===== config.mk =====
export PLATFORM = sky130hd
export DESIGN_NAME = mpi_decoder
export DESIGN_NICKNAME = d
export VERILOG_FILES = /design/src/verilog/mpi_decoder_pkg.sv /design/src/verilog/coef_if.sv /design/src/verilog/coef_ram.sv /design/src/verilog/mpi_decoder.sv
export SDC_FILE = /design/constraint.sdc
export NUM_CORES = 2
export LEC_CHECK = 0
export ABC_CLOCK_PERIOD_IN_PS = 8300
export BUFFER_PORTS_ARGS = -buffer_cell sky130_fd_sc_hd__buf_2
export CAP_MARGIN = 5
export CORE_MARGIN = 2
export CORE_UTILIZATION = 45
export CTS_CLUSTER_SIZE = 25
export DETAILED_ROUTE_END_ITERATION = 8
export GPL_TIMING_DRIVEN = 0
export PLACE_DENSITY = 0.67
export SLEW_MARGIN = 20
export SYNTH_ARGS = -nofsm -noshare
export SYNTH_HDL_FRONTEND = slang
export SYNTH_HIERARCHICAL = 1
export SYNTH_SLANG_ARGS = --single-unit

===== constraint.sdc =====
create_clock -name clk_in -period 8.3 [get_ports clk_in]
set_clock_uncertainty 0.1 [all_clocks]
set_input_delay 2.49 -clock clk_in [delete_from_list [all_inputs] [get_ports clk_in]]
set_output_delay 2.49 -clock clk_in [all_outputs]
set_load 0.01 [all_outputs]

===== src/verilog/mpi_decoder_pkg.sv =====
// Constants, field layouts and state codes for the command decoder
`default_nettype none
package mpi_decoder_pkg;
    // Command byte layout
    localparam int DIR_BIT = 7;             // 1 = write, 0 = read
    localparam int CT_HI = 6;               // Command type field, upper bit
    localparam int CT_LO = 5;               // Command type field, lower bit
    localparam int ADDR_W = 5;              // Address field width
    localparam logic [1:0] CT_LOCAL = 2'b00;
    localparam logic [1:0] CT_SHARED = 2'b01;
    localparam logic [1:0] CT_FORBID = 2'b10;
    localparam logic [1:0] CT_RAM = 2'b11;
    // Register addresses of interest
    localparam logic [4:0] ADDR_CHAN_SEL = 5'h05;   // channel_select_register
    localparam logic [4:0] ADDR_CHIP_PWR = 5'h15;   // chip_power_control_register
    localparam logic [4:0] ADDR_CHAN_PWR = 5'h08;   // Per-channel power-down register
    localparam int PLL_BIT_POS = 0;                  // pll_shutdown_bit position
    localparam int CHAN_PD_BIT_POS = 0;              // Channel power-down bit position
    // Reset values
    localparam logic [7:0] CHAN_SEL_RESET = 8'h00;
    localparam logic PLL_RESET = 1'b0;
    localparam logic [3:0] CHAN_PD_RESET = 4'hf;     // All channels down after reset
    // Channels and coefficient RAM geometry
    localparam int NUM_CHAN = 4;
    localparam int RAM_WORDS = 40;
    localparam int BLOCK_WORDS = 8;
    localparam int NUM_BLOCKS = 5;
    localparam int WORD_BITS = 14;
    localparam int RAM_AW = 6;
    localparam logic [5:0] TONE_FIRST = 6'h14;       // Word 20
    localparam logic [5:0] TONE_LAST = 6'h17;        // Word 23
    localparam logic [4:0] RAM_BYTES = 5'h10;        // 8 words of 2 bytes
    localparam int FILL_BITS = 2;                    // Discarded low bits of a word
    // Decoder states
    typedef enum logic [2:0] {
        ST_IDLE = 3'b000,
        ST_CMD = 3'b001,
        ST_WDATA = 3'b010,
        ST_RDATA = 3'b011,
        ST_IGNORE = 3'b100
    } dec_state_t;
endpackage
`default_nettype wire

===== src/verilog/coef_if.sv =====
// Carrier between the decoder and the coefficient RAM
`default_nettype none
interface coef_if;
    logic wr_en;                                          // One-cycle write strobe
    logic [5:0] wr_addr;                                  // Word address 0..39
    logic [3:0] wr_chan_mask;                             // Channels for per-channel words
    logic [13:0] wr_data;                                 // Word to store
    logic [5:0] rd_addr;                                  // Word address to read
    logic [1:0] rd_chan;                                  // Channel for per-channel words
    logic [13:0] rd_data;                                 // Word read back
    modport decoder (output wr_en, wr_addr, wr_chan_mask, wr_data, rd_addr, rd_chan, input rd_data);
    modport ram (input wr_en, wr_addr, wr_chan_mask, wr_data, rd_addr, rd_chan, output rd_data);
endinterface
`default_nettype wire


===== src/verilog/coef_ram.sv =====
// Coefficient RAM: shared words plus per-channel tone words
`default_nettype none
module coef_ram
(
    input wire logic clk_in,
    coef_if.ram cif
);
    // Shared store, one word per address; tone slots there are unused
    logic [13:0] shared_mem [0:39];
    // Per-channel tone store, four words per channel
    logic [13:0] tone_mem [0:3][0:3];

    // Tone words live per channel
    logic wr_tone;
    logic rd_tone;
    logic [1:0] wr_tone_idx;
    logic [1:0] rd_tone_idx;
    logic [5:0] wr_off;
    logic [5:0] rd_off;
    assign wr_tone = (cif.wr_addr >= mpi_decoder_pkg::TONE_FIRST) && (cif.wr_addr <= mpi_decoder_pkg::TONE_LAST);
    assign rd_tone = (cif.rd_addr >= mpi_decoder_pkg::TONE_FIRST) && (cif.rd_addr <= mpi_decoder_pkg::TONE_LAST);
    assign wr_off = cif.wr_addr - mpi_decoder_pkg::TONE_FIRST;
    assign rd_off = cif.rd_addr - mpi_decoder_pkg::TONE_FIRST;
    assign wr_tone_idx = wr_off[1:0];
    assign rd_tone_idx = rd_off[1:0];

    // Read is combinational so the decoder can load the next byte at once
    assign cif.rd_data = rd_tone ? tone_mem[cif.rd_chan][rd_tone_idx] : shared_mem[cif.rd_addr];

    // Write port; tone words go to every channel in the mask
    always_ff @(posedge clk_in)
    begin
        if (cif.wr_en && !wr_tone)
        begin
            shared_mem[cif.wr_addr] <= cif.wr_data;
        end
        for (int c = 0; c < 4; c++)
        begin
            if (cif.wr_en && wr_tone && cif.wr_chan_mask[c])
            begin
                tone_mem[c][wr_tone_idx] <= cif.wr_data;
            end
        end
    end
endmodule
`default_nettype wire


===== src/verilog/mpi_decoder.sv =====
// Host control interface command decoder for a four-channel codec
// Function
// - Suspend when PLL off and all channels down
// - Suspended: registers work, RAM commands ignored
// - Channel enable bits 3..0 map channels 4..1
// - Writes reach every enabled channel
// - Reads start with identification byte
// - Bit 7 direction, 6..5 type, 4..0 address
// - Type 00 local, 01 shared, 11 RAM, 10 forbidden
// - Address is register or RAM block
// - Register commands move 1..4 bytes, descending
// - Chip select rise aborts register transfer
// - Shared commands ignore channel enables
// - RAM holds 40 words of 14 bits
// - Block n (0..4) covers words 8n..8n+7
// - Words 20..23 stored per channel
// - Word write two bytes, low bits dropped
// - Word read 16 bits, low bits filler
// - RAM command walks block top to bottom
// - Chip select rise aborts RAM transfer
// - Channels powered down after reset
`default_nettype none
module mpi_decoder
#(
    parameter logic [7:0] ID_CODE = 8'h5a   // Identification byte; value is arbitrary
)
(
    input wire logic clk_in,
    input wire logic rst_n_in,
    input wire logic cs_n_in,               // Chip select from host, active low
    input wire logic sclk_in,               // Serial link clock from host
    input wire logic sdi_in,                // Serial data from host
    output logic sdo_out,                   // Serial data to host
    output logic sdo_oe_out,                // High while sdo_out is driven
    output logic suspend_out,               // Chip in suspend mode
    output logic [3:0] chan_enable_out      // Channels selected for programming
);
    // Pin synchronisers, two stages each, plus a history stage for chip select and link clock
    logic [1:0] cs_sync_r;
    logic [1:0] sclk_sync_r;
    logic [1:0] sdi_sync_r;
    logic cs_hist_r;
    logic sclk_hist_r;
    always_ff @(posedge clk_in or negedge rst_n_in)
    begin
        if (!rst_n_in)
        begin
            cs_sync_r <= 2'h3;
            sclk_sync_r <= 2'h0;
            sdi_sync_r <= 2'h0;
            cs_hist_r <= 1'b1;
            sclk_hist_r <= 1'b0;
        end
        else
        begin
            cs_sync_r <= {cs_sync_r[0], cs_n_in};
            sclk_sync_r <= {sclk_sync_r[0], sclk_in};
            sdi_sync_r <= {sdi_sync_r[0], sdi_in};
            cs_hist_r <= cs_sync_r[1];
            sclk_hist_r <= sclk_sync_r[1];
        end
    end

    // Edge events on the synchronised pins
    logic cs_n_s;
    logic cs_rise;
    logic cs_fall;
    logic sclk_rise;
    logic sclk_fall;
    assign cs_n_s = cs_sync_r[1];
    assign cs_rise = cs_n_s && !cs_hist_r;
    assign cs_fall = !cs_n_s && cs_hist_r;
    assign sclk_rise = sclk_sync_r[1] && !sclk_hist_r && !cs_n_s;
    assign sclk_fall = !sclk_sync_r[1] && sclk_hist_r && !cs_n_s;

    // Decoder state and counters
    mpi_decoder_pkg::dec_state_t state_r;
    mpi_decoder_pkg::dec_state_t state_nxt;
    logic [2:0] bit_cnt_r;                  // Bits taken in current byte
    logic [6:0] rx_r;                       // Bits shifted in so far
    logic [7:0] cmd_r;                      // Latched command byte
    logic [4:0] left_r;                     // Data bytes still to move
    logic [4:0] left_nxt;
    logic [7:0] tx_byte_r;                  // Byte being shifted out
    logic [7:0] tx_nxt;
    logic [7:0] hold_r;                     // High byte of a coefficient word
    logic sdo_r;
    logic sdo_oe_r;

    // Software-visible state
    logic [7:0] chan_prog_enable_r;         // channel_select_register
    logic pll_off_r;                        // pll_shutdown_bit
    logic [3:0] chan_pd_r;                  // Per-channel power-down
    logic suspend_r;
    logic [7:0] loc_mem [0:3][0:31];        // Local registers, per channel
    logic [7:0] glob_mem [0:31];            // Shared registers

    // Byte assembly
    logic byte_done;
    logic [7:0] rx_full;
    assign rx_full = {rx_r, sdi_sync_r[1]};
    assign byte_done = sclk_rise && (bit_cnt_r == 3'h7) && (state_r != mpi_decoder_pkg::ST_IDLE);

    // Command fields of the byte just received
    logic new_write;
    logic [1:0] new_ct;
    logic [4:0] new_addr;
    assign new_write = rx_full[mpi_decoder_pkg::DIR_BIT];
    assign new_ct = rx_full[mpi_decoder_pkg::CT_HI:mpi_decoder_pkg::CT_LO];
    assign new_addr = rx_full[4:0];
    logic new_is_reg;
    logic new_is_ram;
    logic new_ok;
    assign new_is_reg = (new_ct == mpi_decoder_pkg::CT_LOCAL) || (new_ct == mpi_decoder_pkg::CT_SHARED);
    // Blocks past the fifth and any RAM access while suspended are ignored
    assign new_is_ram = (new_ct == mpi_decoder_pkg::CT_RAM) && (new_addr < 5'(mpi_decoder_pkg::NUM_BLOCKS));
    assign new_ok = new_is_reg || (new_is_ram && !suspend_r);

    // Latched command fields
    logic cur_ram;
    logic cur_local;
    logic [1:0] cur_ct;
    assign cur_ct = cmd_r[mpi_decoder_pkg::CT_HI:mpi_decoder_pkg::CT_LO];
    assign cur_ram = (cur_ct == mpi_decoder_pkg::CT_RAM);
    assign cur_local = (cur_ct == mpi_decoder_pkg::CT_LOCAL);

    // Address of the register or word for the byte at hand
    logic [4:0] left_m1;
    logic [4:0] reg_addr;
    logic [5:0] word_addr;
    logic word_lo;
    assign left_m1 = left_r - 5'h01;
    assign reg_addr = {cmd_r[4:2], left_m1[1:0]};
    assign word_addr = {cmd_r[2:0], left_m1[3:1]};
    assign word_lo = !left_r[0] ? 1'b0 : 1'b1;                             // Odd count: low byte

    // Read channel: lowest enabled one, as the host enables only one
    logic [1:0] rd_chan;
    assign rd_chan = chan_prog_enable_r[0] ? 2'h0 : chan_prog_enable_r[1] ? 2'h1 :
                     chan_prog_enable_r[2] ? 2'h2 : 2'h3;

    // Register read value, with live bits overlaid on the stored byte
    logic [7:0] loc_rd;
    logic [7:0] glob_rd;
    logic [7:0] reg_rd;
    logic [7:0] chip_pwr_rd;
    assign chip_pwr_rd = glob_mem[mpi_decoder_pkg::ADDR_CHIP_PWR] & ~(8'h01 << mpi_decoder_pkg::PLL_BIT_POS)
                         | ({7'h00, pll_off_r} << mpi_decoder_pkg::PLL_BIT_POS);
    assign loc_rd = (reg_addr == mpi_decoder_pkg::ADDR_CHAN_PWR) ?
                    (loc_mem[rd_chan][reg_addr] & ~(8'h01 << mpi_decoder_pkg::CHAN_PD_BIT_POS)
                     | ({7'h00, chan_pd_r[rd_chan]} << mpi_decoder_pkg::CHAN_PD_BIT_POS)) : loc_mem[rd_chan][reg_addr];
    assign glob_rd = (reg_addr == mpi_decoder_pkg::ADDR_CHAN_SEL) ? chan_prog_enable_r :
                     (reg_addr == mpi_decoder_pkg::ADDR_CHIP_PWR) ? chip_pwr_rd : glob_mem[reg_addr];
    assign reg_rd = cur_local ? loc_rd : glob_rd;

    // Coefficient RAM port
    coef_if cif ();
    coef_ram u_coef_ram
    (
        .clk_in (clk_in),
        .cif (cif.ram)
    );
    logic [15:0] word_rd;
    assign word_rd = {cif.rd_data, {mpi_decoder_pkg::FILL_BITS{1'b0}}};
    assign cif.rd_addr = word_addr;
    assign cif.rd_chan = rd_chan;
    assign cif.wr_addr = word_addr;
    assign cif.wr_chan_mask = chan_prog_enable_r[3:0];
    assign cif.wr_data = {hold_r, rx_full[7:2]};
    assign cif.wr_en = byte_done && (state_r == mpi_decoder_pkg::ST_WDATA) && cur_ram && word_lo;

    // Write strobes for registers
    logic reg_wr;
    assign reg_wr = byte_done && (state_r == mpi_decoder_pkg::ST_WDATA) && !cur_ram;

    // Next state and counts
    always_comb
    begin
        state_nxt = state_r;
        left_nxt = left_r;
        tx_nxt = tx_byte_r;
        case (state_r)
            mpi_decoder_pkg::ST_IDLE:
            begin
                if (!cs_n_s)
                begin
                    state_nxt = mpi_decoder_pkg::ST_CMD;
                end
            end
            mpi_decoder_pkg::ST_CMD:
            begin
                if (byte_done && !new_ok)
                begin
                    state_nxt = mpi_decoder_pkg::ST_IGNORE;
                end
                else if (byte_done)
                begin
                    left_nxt = new_is_reg ? {3'h0, new_addr[1:0]} + 5'h01 : mpi_decoder_pkg::RAM_BYTES;
                    state_nxt = new_write ? mpi_decoder_pkg::ST_WDATA : mpi_decoder_pkg::ST_RDATA;
                    tx_nxt = ID_CODE;
                end
            end
            mpi_decoder_pkg::ST_WDATA, mpi_decoder_pkg::ST_RDATA:
            begin
                if (byte_done)
                begin
                    left_nxt = left_r - 5'h01;
                    if (left_r == 5'h00)
                    begin
                        state_nxt = mpi_decoder_pkg::ST_IGNORE;
                    end
                    else if (state_r == mpi_decoder_pkg::ST_RDATA)
                    begin
                        // Walk downward, high byte of each word first
                        tx_nxt = !cur_ram ? reg_rd : word_lo ? word_rd[7:0] : word_rd[15:8];
                    end
                    if (state_r == mpi_decoder_pkg::ST_WDATA && left_r == 5'h01)
                    begin
                        state_nxt = mpi_decoder_pkg::ST_IGNORE;
                    end
                end
            end
            mpi_decoder_pkg::ST_IGNORE:
            begin
                state_nxt = mpi_decoder_pkg::ST_IGNORE;
            end
            default:
            begin
                state_nxt = mpi_decoder_pkg::ST_IDLE;
            end
        endcase
        // Deselect ends any transfer; finished accesses stand
        if (cs_n_s)
        begin
            state_nxt = mpi_decoder_pkg::ST_IDLE;
        end
    end

    // Transfer state registers
    always_ff @(posedge clk_in or negedge rst_n_in)
    begin
        if (!rst_n_in)
        begin
            state_r <= mpi_decoder_pkg::ST_IDLE;
            left_r <= 5'h00;
            tx_byte_r <= 8'h00;
        end
        else
        begin
            state_r <= state_nxt;
            left_r <= left_nxt;
            tx_byte_r <= tx_nxt;
        end
    end

    // Shift-in and command latch
    always_ff @(posedge clk_in or negedge rst_n_in)
    begin
        if (!rst_n_in)
        begin
            bit_cnt_r <= 3'h0;
            rx_r <= 7'h00;
            cmd_r <= 8'h00;
            hold_r <= 8'h00;
        end
        else if (state_r == mpi_decoder_pkg::ST_IDLE)
        begin
            bit_cnt_r <= 3'h0;
        end
        else if (sclk_rise)
        begin
            bit_cnt_r <= bit_cnt_r + 3'h1;
            rx_r <= rx_full[6:0];
            if (byte_done && state_r == mpi_decoder_pkg::ST_CMD)
            begin
                cmd_r <= rx_full;
            end
            if (byte_done && state_r == mpi_decoder_pkg::ST_WDATA && !word_lo)
            begin
                hold_r <= rx_full;
            end
        end
    end

    // Serial output changes on the falling link edge, MSB first
    logic [2:0] tx_idx;
    assign tx_idx = 3'h7 - bit_cnt_r;
    always_ff @(posedge clk_in or negedge rst_n_in)
    begin
        if (!rst_n_in)
        begin
            sdo_r <= 1'b0;
            sdo_oe_r <= 1'b0;
        end
        else
        begin
            sdo_oe_r <= (state_r == mpi_decoder_pkg::ST_RDATA) && !cs_n_s;
            if (sclk_fall && state_r == mpi_decoder_pkg::ST_RDATA)
            begin
                sdo_r <= tx_byte_r[tx_idx];
            end
        end
    end

    // Control registers and suspend
    logic chan_pd_wr;
    assign chan_pd_wr = reg_wr && cur_local && (reg_addr == mpi_decoder_pkg::ADDR_CHAN_PWR);
    always_ff @(posedge clk_in or negedge rst_n_in)
    begin
        if (!rst_n_in)
        begin
            chan_prog_enable_r <= mpi_decoder_pkg::CHAN_SEL_RESET;
            pll_off_r <= mpi_decoder_pkg::PLL_RESET;
            chan_pd_r <= mpi_decoder_pkg::CHAN_PD_RESET;
            suspend_r <= 1'b0;
        end
        else
        begin
            suspend_r <= pll_off_r && (&chan_pd_r);
            if (reg_wr && !cur_local && reg_addr == mpi_decoder_pkg::ADDR_CHAN_SEL)
            begin
                chan_prog_enable_r <= rx_full;
            end
            if (reg_wr && !cur_local && reg_addr == mpi_decoder_pkg::ADDR_CHIP_PWR)
            begin
                pll_off_r <= rx_full[mpi_decoder_pkg::PLL_BIT_POS];
            end
            for (int c = 0; c < mpi_decoder_pkg::NUM_CHAN; c++)
            begin
                if (chan_pd_wr && chan_prog_enable_r[c])
                begin
                    chan_pd_r[c] <= rx_full[mpi_decoder_pkg::CHAN_PD_BIT_POS];
                end
            end
        end
    end

    // Register storage; local writes go to every enabled channel
    always_ff @(posedge clk_in)
    begin
        if (reg_wr && !cur_local)
        begin
            glob_mem[reg_addr] <= rx_full;
        end
        for (int c = 0; c < mpi_decoder_pkg::NUM_CHAN; c++)
        begin
            if (reg_wr && cur_local && chan_prog_enable_r[c])
            begin
                loc_mem[c][reg_addr] <= rx_full;
            end
        end
    end

    assign sdo_out = sdo_r;
    assign sdo_oe_out = sdo_oe_r;
    assign suspend_out = suspend_r;
    assign chan_enable_out = chan_prog_enable_r[3:0];
endmodule
`default_nettype wire


==> summary.md <==
| Metric | Value |
|---|---|
| Outcome | `complete, but fails checks` |
| Failing checks | `setup timing` |
| Max-slew headroom | `0.106` |
| Max frequency | `about 120 MHz` |
| Clk_lat worst skew | `between 0.8 and 0.9 ns` |
| YS warnings | `6` |
| Largest net degree at the start of global routing | `72` |
| Top Ports | `12` |
| Die area | `between 150000 and 200000 µm²` |
| Number of max-cap violations | `0` |
| PortBufs | `11` |
| Die H | `between 400 and 500 µm` |
| Worst slack at placement | `-0.774 ns` |
| Crit path max-delay family | `buffers and inverters` |
| Maximum vdd drop | `~0.23 mV` |
| CP Buf/Inv Count | `8` |
| Vias/cell | `6.52` |
| Sw Ratio | `0.219` |
| Drt first pass iters | `8` |
| Comb pwr share | `0.040` |
| Drc violations | `0` |
| Placed inst area | `around 90000 µm²` |
| Int Pwr | `between 15 and 20 mW` |
| Leak pwr | `between 20 and 30 nW` |
| Fillcell total | `14.8k` |
| Number of synthesized register bits | `~2.1k` |
| Distinct cells, synth | `98` |
| Row cnt | `~160` |
| Hpwl dp | `roughly 190000 µm` |
| WL/cell | `roughly 37 µm` |
| Syn Std Cell Area | `approximately 84000 µm²` |
| EDFF count, synth | `between 2k and 2.5k` |
| Reg2reg path depth | `17` |
| Syn Area/Cell | `18.0 µm²` |
| CTS max path bufs | `3` |
| Crit-path cells | `inv_1, clkbuf_1, clkbuf_1, buf_8, clkbuf_1, a21oi_1, buf_4, buf_4, buf_4, nand2_1, o22ai_1, a211oi_1, a22oi_1, mux2i_1, a22oi_1, o32ai_1, a21oi_1` |
| Worst slew pin tran | `1.34 ns` |
| CTS Root Cell | `clkbuf_16` |
| Hold Vio Cnt, Final | `0` |
| Layout cells sized above 1 | `0.193` |
| Overflow left after global routing | `0` |
| Synthesized instance count | `about 4.7k` |
| Final min period | `about 8.5 ns` |
| Initial antenna violation count | `18` |
| Placed insts | `between 7k and 8k` |
| Slowest CP cell | `clkbuf_1` |
| Register area share after synthesis | `0.755` |
| DRT iter0 DRCs | `about 8.5k` |
| Main synth FF type | `edfxtp_1` |
| Final WL | `roughly 280000 µm` |
| Clock buffer count from CTS | `between 200 and 250` |
| Crit share post-route | `1.02` |
| Setup crit start kind | `flip-flop` |
| Clock power share | `0.406` |
| Largest stage delay on the critical path | `0.94 ns` |
| CP max FO | `11` |
| Core area | `186000 µm²` |
| Vias | `roughly 50k` |
| Cell area power density | `approximately 240 nW/µm²` |
| Worst Hold Class | `reg2reg` |
| Vias in the first global route | `47.1k` |
| Final std cell area, no fill | `about 96000 µm²` |
| Hold-critical path depth | `0` |
| Syn-to-layout area delta | `13.5%` |
| Clock transition at path regs | `about 0.06 ns` |
| CTS H-tree depth | `4` |
| Critical path data arrival time | `roughly 9.0 ns` |
| Net Sw Power | `about 5.0 mW` |
| RSZ-0062 raised after global routing | `false` |
| Post-route setup slack | `-0.180 ns` |
| Clock Sink Count | `2127` |
| Worst setup EP type | `flip-flop` |
| Flop pwr share | `0.554` |
| Ys async rst share | `0.0301` |
| Chip width | `437 µm` |
| Final ANT Viol Nets | `0` |
| GP Congestion | `1.04` |
| Starting Density | `0.454` |
| CTS tree | `done` |
| Final non-filler cell total | `~7.7k` |
| Stages on the worst setup path | `17` |
| First-pass GRT wire length | `386000 µm` |
| Setup Viol. Count Final | `2` |
| Max Slew Vio Count | `0` |
| Gr usage total | `0.295` |
| Kind of critical path | `reg2reg` |
| Final #Nets | `around 5.0k` |
| Worst Path Required | `just under 9 ns` |
[cell families (layout without fill, tap and decap cells)]
family                   count (synthesis)  in the layout  share of synthesized area
XOR/XNOR                                 4              4                   0.000416
AND/OR/NAND/NOR                        782            782                     0.0431
adder cells (fa/ha/maj)                  8              8                    0.00119
flip-flops                            2127           2127                      0.755
AO/OA/AOI/OAI                          737            737                     0.0589
multiplexers                           724            724                      0.121
buffers and inverters                  287            738                     0.0203
other                                    1             69                  0.0000445
[layout make-up]
| cell class | count | area (µm²) | share of cell area |
|---|---|---|---|
| clock buffers | 251 | 5410 | 0.0565 |
| inverters | 9 | 36.3 | 0.000380 |
| clock inverters | 124 | 1100 | 0.0115 |
| well taps | 2480 | 3100 | 0.0325 |
| plain buffers | 277 | 1690 | 0.0177 |
| repair buffers | 77 | 1270 | 0.0133 |
| multi-input cells | 2310 | 19400 | 0.202 |
| flip-flops and latches | 2127 | 63600 | 0.665 |
| diodes | 14 | 35.0 | 0.000367 |
[worst register-to-register path, cell delays in order (launching register included)]
cell and delay, ns:
dfrtp_1 0.77, inv_1 0.30, clkbuf_1 0.94, clkbuf_1 0.63, buf_8 0.24, clkbuf_1 0.89
a21oi_1 0.44, buf_4 0.33, buf_4 0.23, buf_4 0.23, nand2_1 0.22, o22ai_1 0.15
a211oi_1 0.71, a22oi_1 0.22, mux2i_1 0.40, a22oi_1 0.13, o32ai_1 0.92, a21oi_1 0.38
[cell usage after synthesis (18+ instances only)]
| library cell | instances | area share |
|---|---|---|
| edfxtp_1 | 2063 | 0.74 |
| mux2i_1 | 371 | 0.044 |
| nor2_1 | 332 | 0.015 |
| nand2_1 | 214 | 0.0095 |
| mux4_2 | 180 | 0.048 |
| mux2_2 | 141 | 0.019 |
| o21ai_0 | 132 | 0.0078 |
| o22ai_1 | 128 | 0.0095 |
| a21oi_1 | 126 | 0.0075 |
| clkbuf_1 | 93 | 0.0041 |
| buf_2 | 82 | 0.0049 |
| a22oi_1 | 69 | 0.0062 |
| dfrtp_1 | 58 | 0.017 |
| o211ai_1 | 53 | 0.0047 |
| a221oi_1 | 50 | 0.0052 |
| buf_4 | 46 | 0.0041 |
| a211oi_1 | 39 | 0.0035 |
| nor3_1 | 34 | 0.0020 |
| o221ai_1 | 33 | 0.0034 |
| mux4_1 | 32 | 0.010 |
| buf_6 | 28 | 0.0037 |
| nand3_1 | 28 | 0.0017 |
| nand2b_1 | 21 | 0.0016 |
| buf_1 | 18 | 0.00080 |
| nor2b_1 | 18 | 0.0013 |
[layer usage]
| layer | wire length, µm | global-route usage | part of all wire | vias to the layer above |
|---|---|---|---|---|
| met3 | 36800 | 0.0936 | 0.13 | 894 |
| met1 | 102000 | 0.382 | 0.36 | 25609 |
| met4 | 20000 | 0.176 | 0.070 | 18 |
| met2 | 126000 | 0.437 | 0.44 | 3942 |
| li1 | - | - | - | 19548 |
| met5 | 206 | 0 | 0.00072 | - |
[repair_timing]
action	in CTS	in global routing
pin swaps	0	0
hold buffers	0	0
setup buffers	0	0
gates resized for setup	4	1
gates cloned	0	0
endpoints found under the setup margin	3	2
[state kept, by name (all words and copies together), names as in the netlist, 5 cells and up]
name / count
cmd_r: 7
tx_byte_r: 8
u_coef_ram/shared_mem: 559
chan_prog_enable_r: 8
left_r: 5
loc_mem: 1024
hold_r: 8
rx_r: 7
u_coef_ram/tone_mem: 224
glob_mem: 256
[cell usage in the layout (no fill, tap or decap), types with 69 or more instances in the layout]
| master | instances |
|---|---|
| a21oi_1 | 126 |
| a22oi_1 | 69 |
| buf_2 | 97 |
| clkbuf_1 | 120 |
| clkbuf_16 | 207 |
| edfxtp_1 | 2063 |
| mux2_2 | 141 |
| mux2i_1 | 371 |
| mux4_2 | 180 |
| nand2_1 | 214 |
| nor2_1 | 271 |
| o21ai_0 | 132 |
| o22ai_1 | 128 |
[path summary, 6_finish.rpt]
kind | start | endpoint | slack (ns)
worst max register to register | chan_prog_enable_r[1]$_DFFE_PN0P_ | tx_byte_r[4]$_DFFE_PN0P_ | -0.18
max in group asynchronous | rst_n_in | chan_pd_r[3]$_DFFE_PN1P_ | 6.09
worst min-delay path | sdi_sync_r[0]$_DFF_PN0_ | sdi_sync_r[1]$_DFF_PN0_ | 0.25
worst max-delay path | chan_prog_enable_r[1]$_DFFE_PN0P_ | tx_byte_r[4]$_DFFE_PN0P_ | -0.18
min in group asynchronous | rst_n_in | sdi_sync_r[0]$_DFF_PN0_ | 1.36
worst min register to register | sdi_sync_r[0]$_DFF_PN0_ | sdi_sync_r[1]$_DFF_PN0_ | 0.25
[through the flow]
| step | hold WS (ns) | power (mW) | TNS [ns] | util |
|---|---|---|---|---|
| 4_1_cts | 0.250 | 22.6 | 0 | 0.515 |
| 6_report | 0.250 | 22.6 | -0.347 | 0.515 |
| 5_1_grt | 0.262 | 23.1 | 0 | 0.515 |
| 3_5_place_dp | 0.236 | 13.6 | -0.982 | 0.480 |
| 2_1_floorplan | 0.231 | 13.1 | 0 | - |
| 3_3_place_gp | 0.233 | 13.7 | -4.36 | 0.472 |
[power by group through the flow]
stage	clock, mW	combinational (mW)	sequential [mW]
6_report	9.19	0.901	12.5
2_1_floorplan	0	0.0408	13.1
3_3_place_gp	0	0.0599	13.7
5_1_grt	9.65	0.929	12.6
3_5_place_dp	0	0.872	12.8
4_1_cts	9.22	0.873	12.5
(Power assumes the default switching activity.)
